[config.mk]
export PLATFORM = sky130hd
export DESIGN_NAME = sadc_seq
export DESIGN_NICKNAME = d
export VERILOG_FILES = /design/src/core/sadc_pkg.sv /design/src/core/sadc_sar_core.sv /design/src/core/sadc_seq.sv
export SDC_FILE = /design/constraint.sdc
export NUM_CORES = 1
export LEC_CHECK = 0
export ABC_CLOCK_PERIOD_IN_PS = 3900
export BUFFER_PORTS_ARGS = -buffer_cell sky130_fd_sc_hd__buf_2
export CELL_PAD_IN_SITES_DETAIL_PLACEMENT = 0
export CELL_PAD_IN_SITES_GLOBAL_PLACEMENT = 1
export CORE_MARGIN = 4
export CORE_UTILIZATION = 30
export DETAILED_ROUTE_END_ITERATION = 7
export GPL_TIMING_DRIVEN = 0
export PLACE_DENSITY_LB_ADDON = 0.1
export SLEW_MARGIN = 20
export SYNTH_ARGS = -nofsm -noshare
export SYNTH_HDL_FRONTEND = slang
export SYNTH_HIERARCHICAL = 1
export SYNTH_SLANG_ARGS = --single-unit
[constraint.sdc]
create_clock -name sys_clk_i -period 3.9 [get_ports sys_clk_i]
set_input_delay 0.78 -clock sys_clk_i [delete_from_list [all_inputs] [get_ports sys_clk_i]]
set_output_delay 0.78 -clock sys_clk_i [all_outputs]
set_load 0.05 [all_outputs]
[src/core/sadc_pkg.sv]
package sadc_pkg;
	// converter resolution and channel count
	localparam int RES_BITS = 12;
	localparam int NUM_CH = 8;
	// converter clock limit and conversion length
	localparam int CLK_MAX_HZ = 18_000_000;
	localparam int CONV_MIN_CLKS = 18;
	// system clock rate
	localparam int SYS_CLK_HZ = 50_000_000;
	// divider so the converter clock never exceeds the limit (rounds up)
	localparam int CONV_DIV = (SYS_CLK_HZ + CLK_MAX_HZ - 1) / CLK_MAX_HZ;
	// register byte offsets
	localparam logic [7:0] REG_CTRL = 8'h00;
	localparam logic [7:0] REG_STATUS = 8'h04;
	localparam logic [7:0] REG_INT_MASK = 8'h08;
	localparam logic [7:0] REG_LIMIT_LO = 8'h0c;
	localparam logic [7:0] REG_LIMIT_HI = 8'h10;
	localparam logic [7:0] REG_CH_EN = 8'h14;
	localparam logic [7:0] REG_MANUAL_CH = 8'h18;
	localparam logic [7:0] REG_SAMPLE_BASE = 8'h20;
	localparam logic [7:0] REG_RESULT_BASE = 8'h40;
	// ctrl field positions
	localparam int CTRL_START = 0;
	localparam int CTRL_CONT = 1;
	localparam int CTRL_MANUAL = 2;
	localparam int CTRL_STOP = 3;
	// status / mask field positions
	localparam int ST_DONE = 0;
	localparam int ST_RANGE = 1;
	localparam int ST_BUSY = 2;
	localparam int ST_CH_LSB = 4;
	// default sample time in converter clocks
	localparam logic [7:0] SAMPLE_RST = 8'h03;
	// sequencer states
	typedef enum logic [2:0] {
		SADC_IDLE = 3'b001,
		SADC_SAMPLE = 3'b010,
		SADC_CONVERT = 3'b100
	} sadc_state_t;
endpackage : sadc_pkg

[src/core/sadc_sar_core.sv]
`timescale 1ns/1ns
// successive approximation engine: one bit per converter tick
module sadc_sar_core #(
	parameter int RES = 12,
	parameter int CONV_CLKS = 18
) (
	input wire logic sys_clk_i,
	input wire logic rst_i,
	input wire logic ce_i,
	input wire logic tick_i,
	input wire logic start_i,
	input wire logic cmp_i,
	output logic [RES-1:0] dac_o,
	output logic done_o,
	output logic [RES-1:0] result_o
);
	initial
	begin
		if (CONV_CLKS < RES + 1)
			$error("conversion too short for resolution");
	end
	// tick counter inside one conversion
	logic [7:0] step;
	// conversion in progress
	logic busy;
	// trial register
	logic [RES-1:0] trial;
	// bit index under test
	logic [7:0] bit_idx;

	assign dac_o = trial;

	// step through the bits, then pad to the full clock count
	always_ff @(posedge sys_clk_i)
	begin
		if (rst_i)
		begin
			busy <= 1'b0;
			step <= 8'h00;
			trial <= '0;
			bit_idx <= 8'h00;
			done_o <= 1'b0;
			result_o <= '0;
		end
		else if (ce_i)
		begin
			done_o <= 1'b0;
			if (start_i && !busy)
			begin
				busy <= 1'b1;
				step <= 8'h00;
				bit_idx <= 8'(RES - 1);
				trial <= '0;
				trial[RES-1] <= 1'b1;
			end
			else if (busy && tick_i)
			begin
				step <= step + 8'h01;
				// step zero only lets the first trial reach the synchronised comparator
				// decide one bit on each of the next RES ticks
				if (step != 8'h00 && step <= 8'(RES))
				begin
					if (!cmp_i)
						trial[bit_idx[3:0]] <= 1'b0;
					if (bit_idx != 8'h00)
					begin
						trial[bit_idx[3:0] - 4'h1] <= 1'b1;
						bit_idx <= bit_idx - 8'h01;
					end
				end
				// result only after the full conversion length
				if (step == 8'(CONV_CLKS - 1))
				begin
					busy <= 1'b0;
					done_o <= 1'b1;
					result_o <= trial;
				end
			end
		end
	end

	// result only after the full conversion length
	conv_len_a: assert property (@(posedge sys_clk_i) disable iff (rst_i)
		$past(ce_i) && done_o |-> $past(busy) && $past(step) == 8'(CONV_CLKS - 1))
		else $error("conversion too short");
endmodule : sadc_sar_core

[src/core/sadc_seq.sv]
// Added by the designer: the plain strobed port and the placing of the registers.
`timescale 1ns/1ns
// Operation
// - twelve bit results, converter clock at most 18MHz
// - conversion takes at least 18 converter clocks
// - sequencer selects among eight input channels
// - scan walks enabled channels without software
// - channel change adds no idle cycles
// - state machine scan or firmware channel select
// - one result buffer per channel
// - per channel sample time applied
// - programmable low and high limits
// - out of range interrupt outside window
// - limit check on each result
// - acquisition window length programmable
// - inoperative while deep sleep removes clock
module sadc_seq #(
	parameter int NCH = sadc_pkg::NUM_CH
) (
	input wire logic sys_clk_i,
	input wire logic rst_i,
	input wire logic ce_i,
	input wire logic deep_sleep_i,
	input wire logic cmp_i,
	input wire logic [7:0] addr_i,
	input wire logic [31:0] wdata_i,
	input wire logic wr_i,
	input wire logic rd_i,
	output logic [31:0] rdata_o,
	output logic [2:0] mux_sel_o,
	output logic sample_o,
	output logic [11:0] dac_o,
	output logic irq_o
);
	localparam int RB = sadc_pkg::RES_BITS;
	initial
	begin
		if (NCH != 8)
			$error("channel count must be eight");
	end

	// config registers
	logic [NCH-1:0] ch_en;
	logic cont;
	logic manual;
	logic [2:0] manual_ch;
	logic [RB-1:0] limit_lo;
	logic [RB-1:0] limit_hi;
	logic [1:0] int_mask;
	logic [1:0] int_stat;
	// per channel sample times and result buffers
	logic [7:0] sample_time [NCH];
	logic [RB-1:0] result_buf [NCH];
	// sequencer
	sadc_pkg::sadc_state_t state;
	logic [2:0] cur_ch;
	logic [7:0] samp_cnt;
	logic conv_start;
	logic conv_done;
	logic [RB-1:0] conv_res;
	logic [11:0] dac_w;
	// converter clock tick
	logic [7:0] div_cnt;
	logic tick;
	// synchronised sleep and comparator pins
	logic [1:0] sleep_sync;
	logic [1:0] cmp_sync;
	// decoded bus events and converter result events
	logic start_w;
	logic stop_w;
	logic done_ev;
	logic range_ev;
	// mode bit of the starting write, first enabled and following channel
	logic start_manual;
	logic [3:0] first_ch;
	logic [3:0] next_w;

	// next enabled channel after c, wrapping; c when it is alone, 8 when none
	function automatic logic [3:0] next_ch(input logic [2:0] c, input logic [NCH-1:0] en);
		logic [3:0] r;
		logic [2:0] k;
		r = 4'h8;
		for (int i = NCH; i >= 1; i--)
		begin
			k = 3'(c + 3'(i));
			if (en[k])
				r = {1'b0, k};
		end
		return r;
	endfunction : next_ch

	// window check
	function automatic logic out_of_range(input logic [RB-1:0] v, input logic [RB-1:0] lo,
		input logic [RB-1:0] hi);
		return (v < lo) || (v > hi);
	endfunction : out_of_range

	assign start_w = wr_i && addr_i == sadc_pkg::REG_CTRL && wdata_i[sadc_pkg::CTRL_START];
	assign stop_w = wr_i && addr_i == sadc_pkg::REG_CTRL && wdata_i[sadc_pkg::CTRL_STOP];
	assign start_manual = wdata_i[sadc_pkg::CTRL_MANUAL];
	assign first_ch = next_ch(3'h7, ch_en);
	assign next_w = next_ch(cur_ch, ch_en);
	// trial code straight from its register: one more stage would leave the
	// comparator answer a cycle late at the next tick
	assign dac_o = dac_w;

	// two stage sync of the pin inputs
	always_ff @(posedge sys_clk_i)
	begin
		if (rst_i)
		begin
			sleep_sync <= 2'b00;
			cmp_sync <= 2'b00;
		end
		else if (ce_i)
		begin
			sleep_sync <= {sleep_sync[0], deep_sleep_i};
			cmp_sync <= {cmp_sync[0], cmp_i};
		end
	end

	always_ff @(posedge sys_clk_i)
	begin
		if (rst_i)
		begin
			div_cnt <= 8'h00;
			tick <= 1'b0;
		end
		else if (ce_i)
		begin
			tick <= div_cnt == 8'(sadc_pkg::CONV_DIV - 1);
			if (div_cnt == 8'(sadc_pkg::CONV_DIV - 1))
				div_cnt <= 8'h00;
			else
				div_cnt <= div_cnt + 8'h01;
		end
	end

	sadc_sar_core #(
		.RES(RB),
		.CONV_CLKS(sadc_pkg::CONV_MIN_CLKS)
	) u_sar (
		.sys_clk_i(sys_clk_i),
		.rst_i(rst_i),
		.ce_i(ce_i),
		.tick_i(tick),
		.start_i(conv_start),
		.cmp_i(cmp_sync[1]),
		.dac_o(dac_w),
		.done_o(conv_done),
		.result_o(conv_res)
	);

	// register writes
	always_ff @(posedge sys_clk_i)
	begin
		if (rst_i)
		begin
			ch_en <= '0;
			cont <= 1'b0;
			manual <= 1'b0;
			manual_ch <= 3'h0;
			limit_lo <= '0;
			limit_hi <= '1;
			int_mask <= 2'b00;
			for (int i = 0; i < NCH; i++)
				sample_time[i] <= sadc_pkg::SAMPLE_RST;
		end
		else if (ce_i && wr_i)
		begin
			unique case (addr_i)
				sadc_pkg::REG_CTRL:
				begin
					cont <= wdata_i[sadc_pkg::CTRL_CONT];
					manual <= wdata_i[sadc_pkg::CTRL_MANUAL];
				end
				sadc_pkg::REG_INT_MASK: int_mask <= wdata_i[1:0];
				sadc_pkg::REG_LIMIT_LO: limit_lo <= wdata_i[RB-1:0];
				sadc_pkg::REG_LIMIT_HI: limit_hi <= wdata_i[RB-1:0];
				sadc_pkg::REG_CH_EN: ch_en <= wdata_i[NCH-1:0];
				sadc_pkg::REG_MANUAL_CH: manual_ch <= wdata_i[2:0];
				default:
				begin
					if (addr_i[7:5] == sadc_pkg::REG_SAMPLE_BASE[7:5])
						sample_time[addr_i[4:2]] <= wdata_i[7:0];
				end
			endcase
		end
	end

	// sequencer state machine
	always_ff @(posedge sys_clk_i)
	begin
		if (rst_i)
		begin
			state <= sadc_pkg::SADC_IDLE;
			cur_ch <= 3'h0;
			samp_cnt <= 8'h00;
			conv_start <= 1'b0;
			done_ev <= 1'b0;
		end
		else if (ce_i)
		begin
			conv_start <= 1'b0;
			done_ev <= 1'b0;
			if (sleep_sync[1] || stop_w)
				state <= sadc_pkg::SADC_IDLE;
			else
				unique case (state)
					sadc_pkg::SADC_IDLE:
					begin
						// mode bit of the starting write counts, not the old register
						if (start_w && (start_manual || ch_en != '0))
						begin
							cur_ch <= start_manual ? manual_ch : first_ch[2:0];
							samp_cnt <= 8'h00;
							state <= sadc_pkg::SADC_SAMPLE;
						end
					end
					sadc_pkg::SADC_SAMPLE:
					begin
						// sample time of the current channel
						if (tick)
						begin
							if (samp_cnt >= sample_time[cur_ch])
							begin
								conv_start <= 1'b1;
								state <= sadc_pkg::SADC_CONVERT;
							end
							else
								samp_cnt <= samp_cnt + 8'h01;
						end
					end
					sadc_pkg::SADC_CONVERT:
					begin
						if (conv_done)
						begin
							samp_cnt <= 8'h00;
							// autonomous step goes straight into next sample; manual or end of scan idles unless cont
							if (manual)
							begin
								done_ev <= 1'b1;
								state <= cont ? sadc_pkg::SADC_SAMPLE : sadc_pkg::SADC_IDLE;
								cur_ch <= manual_ch;
							end
							else if (next_w <= {1'b0, cur_ch} || next_w == 4'h8)
							begin
								done_ev <= 1'b1;
								state <= cont ? sadc_pkg::SADC_SAMPLE : sadc_pkg::SADC_IDLE;
								cur_ch <= first_ch[2:0];
							end
							else
							begin
								cur_ch <= next_w[2:0];
								state <= sadc_pkg::SADC_SAMPLE;
							end
						end
					end
					default: state <= sadc_pkg::SADC_IDLE;
				endcase
		end
	end

	always_ff @(posedge sys_clk_i)
	begin
		if (rst_i)
		begin
			range_ev <= 1'b0;
			for (int i = 0; i < NCH; i++)
				result_buf[i] <= '0;
		end
		else if (ce_i)
		begin
			range_ev <= 1'b0;
			if (conv_done)
			begin
				result_buf[cur_ch] <= conv_res;
				range_ev <= out_of_range(conv_res, limit_lo, limit_hi);
			end
		end
	end

	// sticky status; set wins over read clear
	always_ff @(posedge sys_clk_i)
	begin
		if (rst_i)
			int_stat <= 2'b00;
		else if (ce_i)
		begin
			if (rd_i && addr_i == sadc_pkg::REG_STATUS)
				int_stat <= {range_ev, done_ev};
			else
				int_stat <= int_stat | {range_ev, done_ev};
		end
	end

	// read data and outputs, all registered
	always_ff @(posedge sys_clk_i)
	begin
		if (rst_i)
		begin
			rdata_o <= 32'h0000_0000;
			irq_o <= 1'b0;
			mux_sel_o <= 3'h0;
			sample_o <= 1'b0;
		end
		else if (ce_i)
		begin
			irq_o <= |(int_stat & int_mask);
			mux_sel_o <= cur_ch;
			sample_o <= state == sadc_pkg::SADC_SAMPLE;
			rdata_o <= 32'h0000_0000;
			if (rd_i)
			begin
				unique case (addr_i)
					sadc_pkg::REG_CTRL: rdata_o <= 32'({manual, cont, 1'b0});
					sadc_pkg::REG_STATUS:
						rdata_o <= 32'({cur_ch, 1'b0, state != sadc_pkg::SADC_IDLE, int_stat});
					sadc_pkg::REG_INT_MASK: rdata_o <= 32'(int_mask);
					sadc_pkg::REG_LIMIT_LO: rdata_o <= 32'(limit_lo);
					sadc_pkg::REG_LIMIT_HI: rdata_o <= 32'(limit_hi);
					sadc_pkg::REG_CH_EN: rdata_o <= 32'(ch_en);
					sadc_pkg::REG_MANUAL_CH: rdata_o <= 32'(manual_ch);
					default:
					begin
						if (addr_i[7:5] == sadc_pkg::REG_SAMPLE_BASE[7:5])
							rdata_o <= 32'(sample_time[addr_i[4:2]]);
						else if (addr_i[7:5] == sadc_pkg::REG_RESULT_BASE[7:5])
							rdata_o <= 32'(result_buf[addr_i[4:2]]);
					end
				endcase
			end
		end
	end

	irq_level_a: assert property (@(posedge sys_clk_i) disable iff (rst_i)
		ce_i |=> irq_o == |($past(int_stat) & $past(int_mask)))
		else $error("irq level wrong");
	samp_order_a: assert property (@(posedge sys_clk_i) disable iff (rst_i)
		$past(ce_i) && conv_start |-> $past(state) == sadc_pkg::SADC_SAMPLE)
		else $error("conversion without sample");
	range_time_a: assert property (@(posedge sys_clk_i) disable iff (rst_i)
		$past(ce_i) && range_ev |-> $past(conv_done))
		else $error("range event late");
	sleep_idle_a: assert property (@(posedge sys_clk_i) disable iff (rst_i)
		ce_i && sleep_sync[1] |=> state == sadc_pkg::SADC_IDLE)
		else $error("active in sleep");
	// each result lands in its own channel buffer
	buf_write_a: assert property (@(posedge sys_clk_i) disable iff (rst_i)
		ce_i && conv_done |=> result_buf[$past(cur_ch)] == $past(conv_res))
		else $error("result buffer not written");
	scan_done_c: cover property (@(posedge sys_clk_i) done_ev);
	range_c: cover property (@(posedge sys_clk_i) range_ev);
	manual_c: cover property (@(posedge sys_clk_i) manual && conv_done);
endmodule : sadc_seq

### After elaboration in Yosys (flattened, before gate mapping)

Memory sizes are Yosys's and may differ from the RTL's. A register that Yosys moved wholly into a read port is not among the register bits.
Cells that the tools add are included.

| word-level totals | value |
|---|---|
| RAM bits | 160 |
| memories | 2 |
| flip-flop bits (word level) | 150 |
| logic and storage cells | 246 |
| bits of input ports | 47 |
| output and inout port bits | 49 |

Memory list:

| name | words | bits a word | read ports | clocked after memory_dff | wr ports | RTL line | RTL |
|---|---|---|---|---|---|---|---|
| result_buf | 8 | 12 | 1 | 0 | 8 | sadc_seq.sv:53 | `logic [RB-1:0] result_buf [NCH];` |
| sample_time | 8 | 8 | 2 | 1 | 8 | sadc_seq.sv:52 | `logic [7:0] sample_time [NCH];` |

| operators by class | value |
|---|---|
| add/subtract/negate cells | 12 |
| bitwise logic cells | 7 |
| reduce and logical (&&, ||, !) cells | 44 |
| muxes and demuxes | 113 |
| $lt $le $gt $ge | 17 |
| equality and inequality tests | 23 |

Operators with widths:

| kind | number |
|---|---|
| 12-bit two-way mux | 14 |
| 8-bit two-way mux | 12 |
| 12-bit one-hot mux with 7 select lines | 1 |
| 3-bit two-way mux | 22 |
| 1-bit two-way mux | 39 |
| 8-bit by 5-bit equality test with 1-bit output (second input constant) | 4 |
| 3-bit by 4-bit less-than comparator with 1-bit output (second input constant) | 8 |
| 4-bit two-way mux | 8 |
| 8-bit by 1-bit adder with 8-bit output (second input constant) | 3 |
| 1-bit binary-select mux with 3-bit select | 8 |
| 8-bit one-hot mux with 3 select lines | 1 |
| 8-bit nonzero test | 3 |
| 8-bit by 4-bit equality test with 1-bit output (second input constant) | 2 |
| 2-bit AND reduction | 7 |
| 3-bit adder (second input constant) | 4 |
| 12-bit bitwise AND | 1 |
| 12-bit > comparator | 1 |
| 12-bit less-than comparator | 1 |
| 12-bit inverter | 1 |
| 12-bit OR | 1 |
| 12-bit OR reduction | 1 |
| 1-bit logical AND | 11 |
| 4-bit by 5-bit less-than comparator with 1-bit output (second input constant) | 2 |
| 5-bit AND reduction | 2 |
| other kinds (37) | 59 |

### Depth between registers and ports, before layout

| depth | value |
|---|---|
| depth in word-level cells | 18 |
| mapped depth | 20 |
| mapped depth without buffers | 18 |

### Cells and area by module

The synthesis kept the hierarchy.

Modules (own cells, without submodules):

| module | cells an instance | sequential area each (sq um) | times used | area each (sq um) |
|---|---|---|---|---|
| sadc_seq | 1203 | 6626.4 | 1 | 13750.7 |
| sadc_sar_core | 223 | 840.8 | 1 | 2014.4 |

### Least setup slack after synthesis

No wires, ideal clock.

| timing | value |
|---|---|
| kind | register to register |
| start | register cur_ch[0] |
| end | register state[0] |
| stages on the path, launching flop included | 19 |
| buffers on the path | 1 |
| data required time | 3842 ps |
| arrival | 4131 ps |
| setup time | 58 ps |
| slack | -289 ps |
| clock period less this slack | 4189 ps |
| cell sequence | dfxtp_1 > buf_6 > inv_2 > ha_1 > mux4_2 > mux2_2 > or2_2 > a211oi_1 > a2111oi_0 > a21oi_1 > ha_1 > nor2b_1 > o21a_1 > o21ai_0 > nand2b_1 > nor2_1 > or3_1 > a21oi_1 > a211o_1 |

| on the way | value |
|---|---|
| word-level cells in the longest chain between the ends | 17 |
| elaborated cells between the ends (all ways) | 39 |
| those cells by class | add/sub (7); order compare (1); eq/ne (1); mux (29); reduce/logical (1) |

Ends and longest elaborated chain:

| element | RTL line | RTL |
|---|---|---|
| start, declared | sadc_seq.sv:56 | `logic [2:0] cur_ch;` |
| start signal, assigned | sadc_seq.sv:215 | `cur_ch <= start_manual ? manual_ch : first_ch[2:0];` |
| start signal, assigned | sadc_seq.sv:244 | `cur_ch <= manual_ch;` |
| start signal, assigned | sadc_seq.sv:250 | `cur_ch <= first_ch[2:0];` |
| 3-bit adder or 1-bit binary-select mux with 3-bit select (tied branches) | sadc_seq.sv:85, sadc_seq.sv:86 |  |
| 1-bit binary-select mux with 3-bit select or 1-bit two-way mux (tied branches) | sadc_seq.sv:86 | `if (en[k])` |
| 1-bit two-way mux (not written as such) or 4-bit two-way mux (tied branches) | sadc_seq.sv:86 |  |
| 4-bit two-way mux (7 in series) | sadc_seq.sv:86 |  |
| 4-bit by 3-bit less-or-equal comparator with 1-bit output or 4-bit equality test (tied branches) | sadc_seq.sv:246 | `else if (next_w <= {1'b0, cur_ch} \|\| next_w == 4'h8)` |
| 1-bit logical OR (*) | sadc_seq.sv:246 |  |
| 2-bit two-way mux (*) | sadc_seq.sv:246 |  |
| 2-bit two-way mux (*) | sadc_seq.sv:240 | `if (manual)` |
| 3-bit two-way mux (*) | sadc_seq.sv:236 | `if (conv_done)` |
| 3-bit one-hot mux with 3 select lines (*) | sadc_seq.sv:209 | `unique case (state)` |
| 3-bit two-way mux (*) | sadc_seq.sv:206 | `if (sleep_sync[1] \|\| stop_w)` |
| end signal, assigned | sadc_seq.sv:207 | `state <= sadc_pkg::SADC_IDLE;` |
| end signal, assigned | sadc_seq.sv:217 | `state <= sadc_pkg::SADC_SAMPLE;` |
| end signal, assigned | sadc_seq.sv:243 | `state <= cont ? sadc_pkg::SADC_SAMPLE : sadc_pkg::SADC_IDLE;` |
| end, declared | sadc_seq.sv:55 | `sadc_pkg::sadc_state_t state;` |

Every way passes the cells marked *; elsewhere a longest branch is shown, timed or not. The select of a mux whose other input is x is not followed.
A chain may end at the register's enable or synchronous reset.

### Worst setup path after layout

| timing | value |
|---|---|
| start | register cur_ch[1] |
| end | register state[0] |

Same word-level chain as after synthesis.

==> summary.md <==
| Metric | Value |
|---|---|
| Status | finished with violations |
| Failing checks | setup timing |
| Syn-to-layout area delta | 18.0% |
| DP HPWL | ~39000 microns |
| Reg-to-Reg Start | cur_ch[1]$_SDFFE_PP0P_ |
| Met3 usage | around 2.4% |
| Clock Sinks | about 290 |
| DRT iter0 DRCs | between 800 and 900 |
| Gr busiest metal | met2 |
| Die Area | between 50000 and 60000 sq um |
| Final wirelength | around 53000 microns |
| Crit path largest cell delay | around 0.54 ns |
| Worst setup path category | flip-flop to flip-flop |
| Remaining antenna violation count | 0 |
| Max frequency | ~240 MHz |
| Largest fanout on the critical path | 5 |
| Combinational fraction of design power | 8.0% |
| Distinct cells, synth | 74 |
| Worst Hold Class | input pin to flip-flop |
| Worst-Skew Late Latency | roughly 0.56 ns |
| Peak supply drop | approximately 0.25 mV |
| IO Port Bufs | between 50 and 60 |
| Worst path arrival time | roughly 4.6 ns |
| Final worst setup slack | -0.233 ns |
| Slew Limit Fails | 0 |
| CTS Root Cell | clkbuf_16 |
| Routed len/inst | around 24 microns |
| Clock Power Share | 46.0% |
| Crit. End Element | flip-flop |
| Setup violators final | 9 |
| Rows | just over 80 |
| Final Hold Slack | ~0.47 ns |
| Seq/Total Area, Yosys | 47.4% |
| # Max-Cap Violations | 0 |
| Avg Cell Area, Syn | approximately 11 sq um |
| Rel. slew slack | a little over a quarter |
| I/O Pins | 96 |
| Met2 usage | between 30 and 40% |
| Yosys top cell area share | between 30 and 40% |
| Initial Util | between 30% and 40% |
| Vias in the first global route | around 12000 |
| Layout cell share with drive strength beyond 1 | 18.9% |
| Most common cell after layout, fill and taps aside | edfxtp_1 |
| Sw Ratio | between 20% and 30% |
| Global-route wire length before repair | slightly below 80000 microns |
| CP most frequent cell | a21oi_2 |
| Hold_sp | deep_sleep_i |
| Number of synthesized flops with an enable pin | 160 |
| Hold Vio Cnt, Final | 0 |
| RSZ-0062 raised after global routing | yes |
| Clk buf depth | 3 |
| DRC violations left | 0 |
| Die Wd | between 200 and 250 microns |
| CTS tree | done |
| Core Region | 51700 sq um |
| H-tree depth | 2 |
| Critical path launch point | cur_ch[1]$_SDFFE_PP0P_ |
| Ys Warns | 6 |
| CP Cell Sequence | buf_8 -> inv_8 -> ha_4 -> mux4_2 -> mux2_4 -> or2_4 -> a211oi_4 -> a2111oi_4 -> a21oi_2 -> ha_1 -> nor2b_1 -> o21a_1 -> o21ai_2 -> nand2b_4 -> nor2_4 -> or3_4 -> a21oi_2 -> a211o_1 |
| PD cells | ~400 nW/um^2 |
| Req. time, crit path | ~4.4 ns |
| GRT overflow | 0 |
| GR Util met1 | 26.9% |
| GRT Util Overall | 18.8% |
| Worst slew pin tran | around 1.1 ns |
| Placer Congestion | approximately 0.8 |
| Skew final | between 0.015 and 0.02 ns |
| Top FF cell, synth | edfxtp_1 |
| Most frequent cells in the layout | edfxtp_1, nor2_1, dfxtp_1 |
| Post-DR vias/cell | 5.14 |
| Flop pwr share | a little under half |
| Syn Inst Count | between 1000 and 1500 |
| # hold bufs at CTS | 0 |
| CTS Buf Count | 37 |
| P_sw | around 1800 uW |
| Share of synthesized registers carrying an async set or reset | 0% |
| Int Pwr | around 5500 uW |
| Vias | approximately 12000 |
| Final nets | approximately 1700 |
| Crit-path slowest cell | mux4_2 |
| Startpoint Class | flip-flop |
| Static leakage | 0.00720 uW |
| Yosys reg bits | slightly below 300 |
| Clk slew on worst S/H paths | roughly 0.060 ns |
| TritonRoute pass-1 iters | 5 |
| Post-synth top area cell | edfxtp_1 |
| Initial antenna violation count | 1 |
| Largest cells by area after synthesis | edfxtp_1, dfxtp_1, mux4_2 |
| Post-Syn Area | between 15000 and 20000 sq um |
| Final Critical Period | a little over 4 ns |
| Crit share post-route | 106% |
| Largest net degree at the start of global routing | 13 |
| Post-layout util | between 30 and 40% |
| Die height | between 200 and 250 microns |
[cells in the mapped netlist, types with 4 or more instances]
| cell | count |
|---|---|
| a21o_1 | 12 |
| xor2_1 | 15 |
| or4_1 | 4 |
| dfxtp_1 | 133 |
| and2_1 | 99 |
| a22oi_1 | 17 |
| ha_1 | 51 |
| a211oi_1 | 6 |
| mux2i_1 | 88 |
| a31oi_1 | 6 |
| nor3_1 | 23 |
| nor2_1 | 133 |
| o21ai_0 | 41 |
| mux4_2 | 71 |
| o41ai_1 | 4 |
| o21a_1 | 4 |
| o311ai_0 | 7 |
| nor2b_1 | 9 |
| clkbuf_1 | 71 |
| nand3b_1 | 4 |
| or3_1 | 17 |
| buf_1 | 13 |
| buf_4 | 24 |
| edfxtp_1 | 160 |
| a2111oi_0 | 6 |
| nand4_1 | 16 |
| o22ai_1 | 8 |
| inv_1 | 44 |
| nand2_1 | 75 |
| a21oi_1 | 49 |
| buf_2 | 6 |
| and3_1 | 63 |
| o211ai_1 | 22 |
| or2_2 | 8 |
| xnor2_1 | 13 |
| nand2b_1 | 22 |
| nand3_1 | 18 |
[power groups by stage]
stage	logic, uW	registers, uW	clock network (uW)
after floorplan	364	3440	0
after global placement	564	3450	0
after detailed placement	566	3450	0
after CTS	585	3390	3490
after global routing	630	3400	3590
final	588	3390	3390
[repair_timing]
action / in CTS / in global routing
setup buffers: 23 / 5
endpoints found under the setup margin: 51 / 29
cloned: 0 / 0
resized for setup: 47 / 23
pin swaps: 14 / 11
[per-stage QoR]
step	setup TNS [ns]	setup WS (ns)	power, uW	area, sq um	std cells
2_1_floorplan	0	0.0126	3810	15900	1445
6_report	-1.13	-0.233	7360	18600	2270
3_5_place_dp	-50.92	-1.22	4020	17000	2177
5_1_grt	-2.42	-0.356	7610	18600	2269
3_3_place_gp	-64.25	-1.11	4010	17000	2177
4_1_cts	-1.74	-0.286	7470	18500	2263
[critical path, delay by kind of cell, from the launching register on]
kind	cells	cell delay, ns
compound gates	7	1.11
simple gates	5	1.02
mux	2	0.86
fa+ha+maj	2	0.56
flops	1	0.37
buf+inv	2	0.14
[metal layers]
layer  wire [microns]  vias to the layer above
li1                 -                     5520
met1            25400                     5837
met2            24800                      269
met3             2070                       53
met4             1130                        0
met5                0                        -
[cell type report]
class,count,area [sq um]
Fill cell,5182,33100
Multi-Input combinational cell,988,7830
Sequential cell,293,7480
Clock buffer,52,1020
Tap cell,680,851
Buffer,114,602
Timing Repair Buffer,81,482
Inverter,47,195
Clock inverter,14,146
Antenna cell,1,2.50
[path summary, 6_finish.rpt]
check,endpoint,slack (ns),cells after the start
worst max-delay path,state[0]$_SDFFE_PP1P_,-0.23,18
worst min-delay path,sleep_sync[0]$_SDFFE_PP0P_,0.47,3
worst max register to register,state[0]$_SDFFE_PP1P_,-0.23,18
worst min register to register,mux_sel_o[1]$_SDFFE_PP0P_,0.49,2
[cells by family (layout without fill, tap and decap cells)]
| family | after synthesis | after routing | synth area share, % |
|---|---|---|---|
| other | 1 | 21 | 0.0238 |
| AO/OA/AOI/OAI | 213 | 213 | 8.96 |
| adder cells (fa/ha/maj) | 51 | 51 | 4.05 |
| AND/OR/NAND/NOR | 514 | 514 | 17.4 |
| multiplexers | 162 | 162 | 15.9 |
| flip-flops | 293 | 293 | 47.4 |
| XOR/XNOR | 28 | 28 | 1.56 |
| buffers and inverters | 164 | 308 | 4.67 |
[sequential cells by signal, summed over array words and instances, names as in the netlist, 3 cells and up, named ones only]
signal          cells
ch_en               8
cur_ch              3
div_cnt             8
limit_hi           12
limit_lo           12
manual_ch           3
mux_sel_o           3
rdata_o            12
result_buf         96
samp_cnt            8
sample_time        64
state               3
u_sar/bit_idx       8
u_sar/dac_o        12
u_sar/result_o     12
u_sar/step          8
Note: power is estimated with default switching activity, not from simulation.
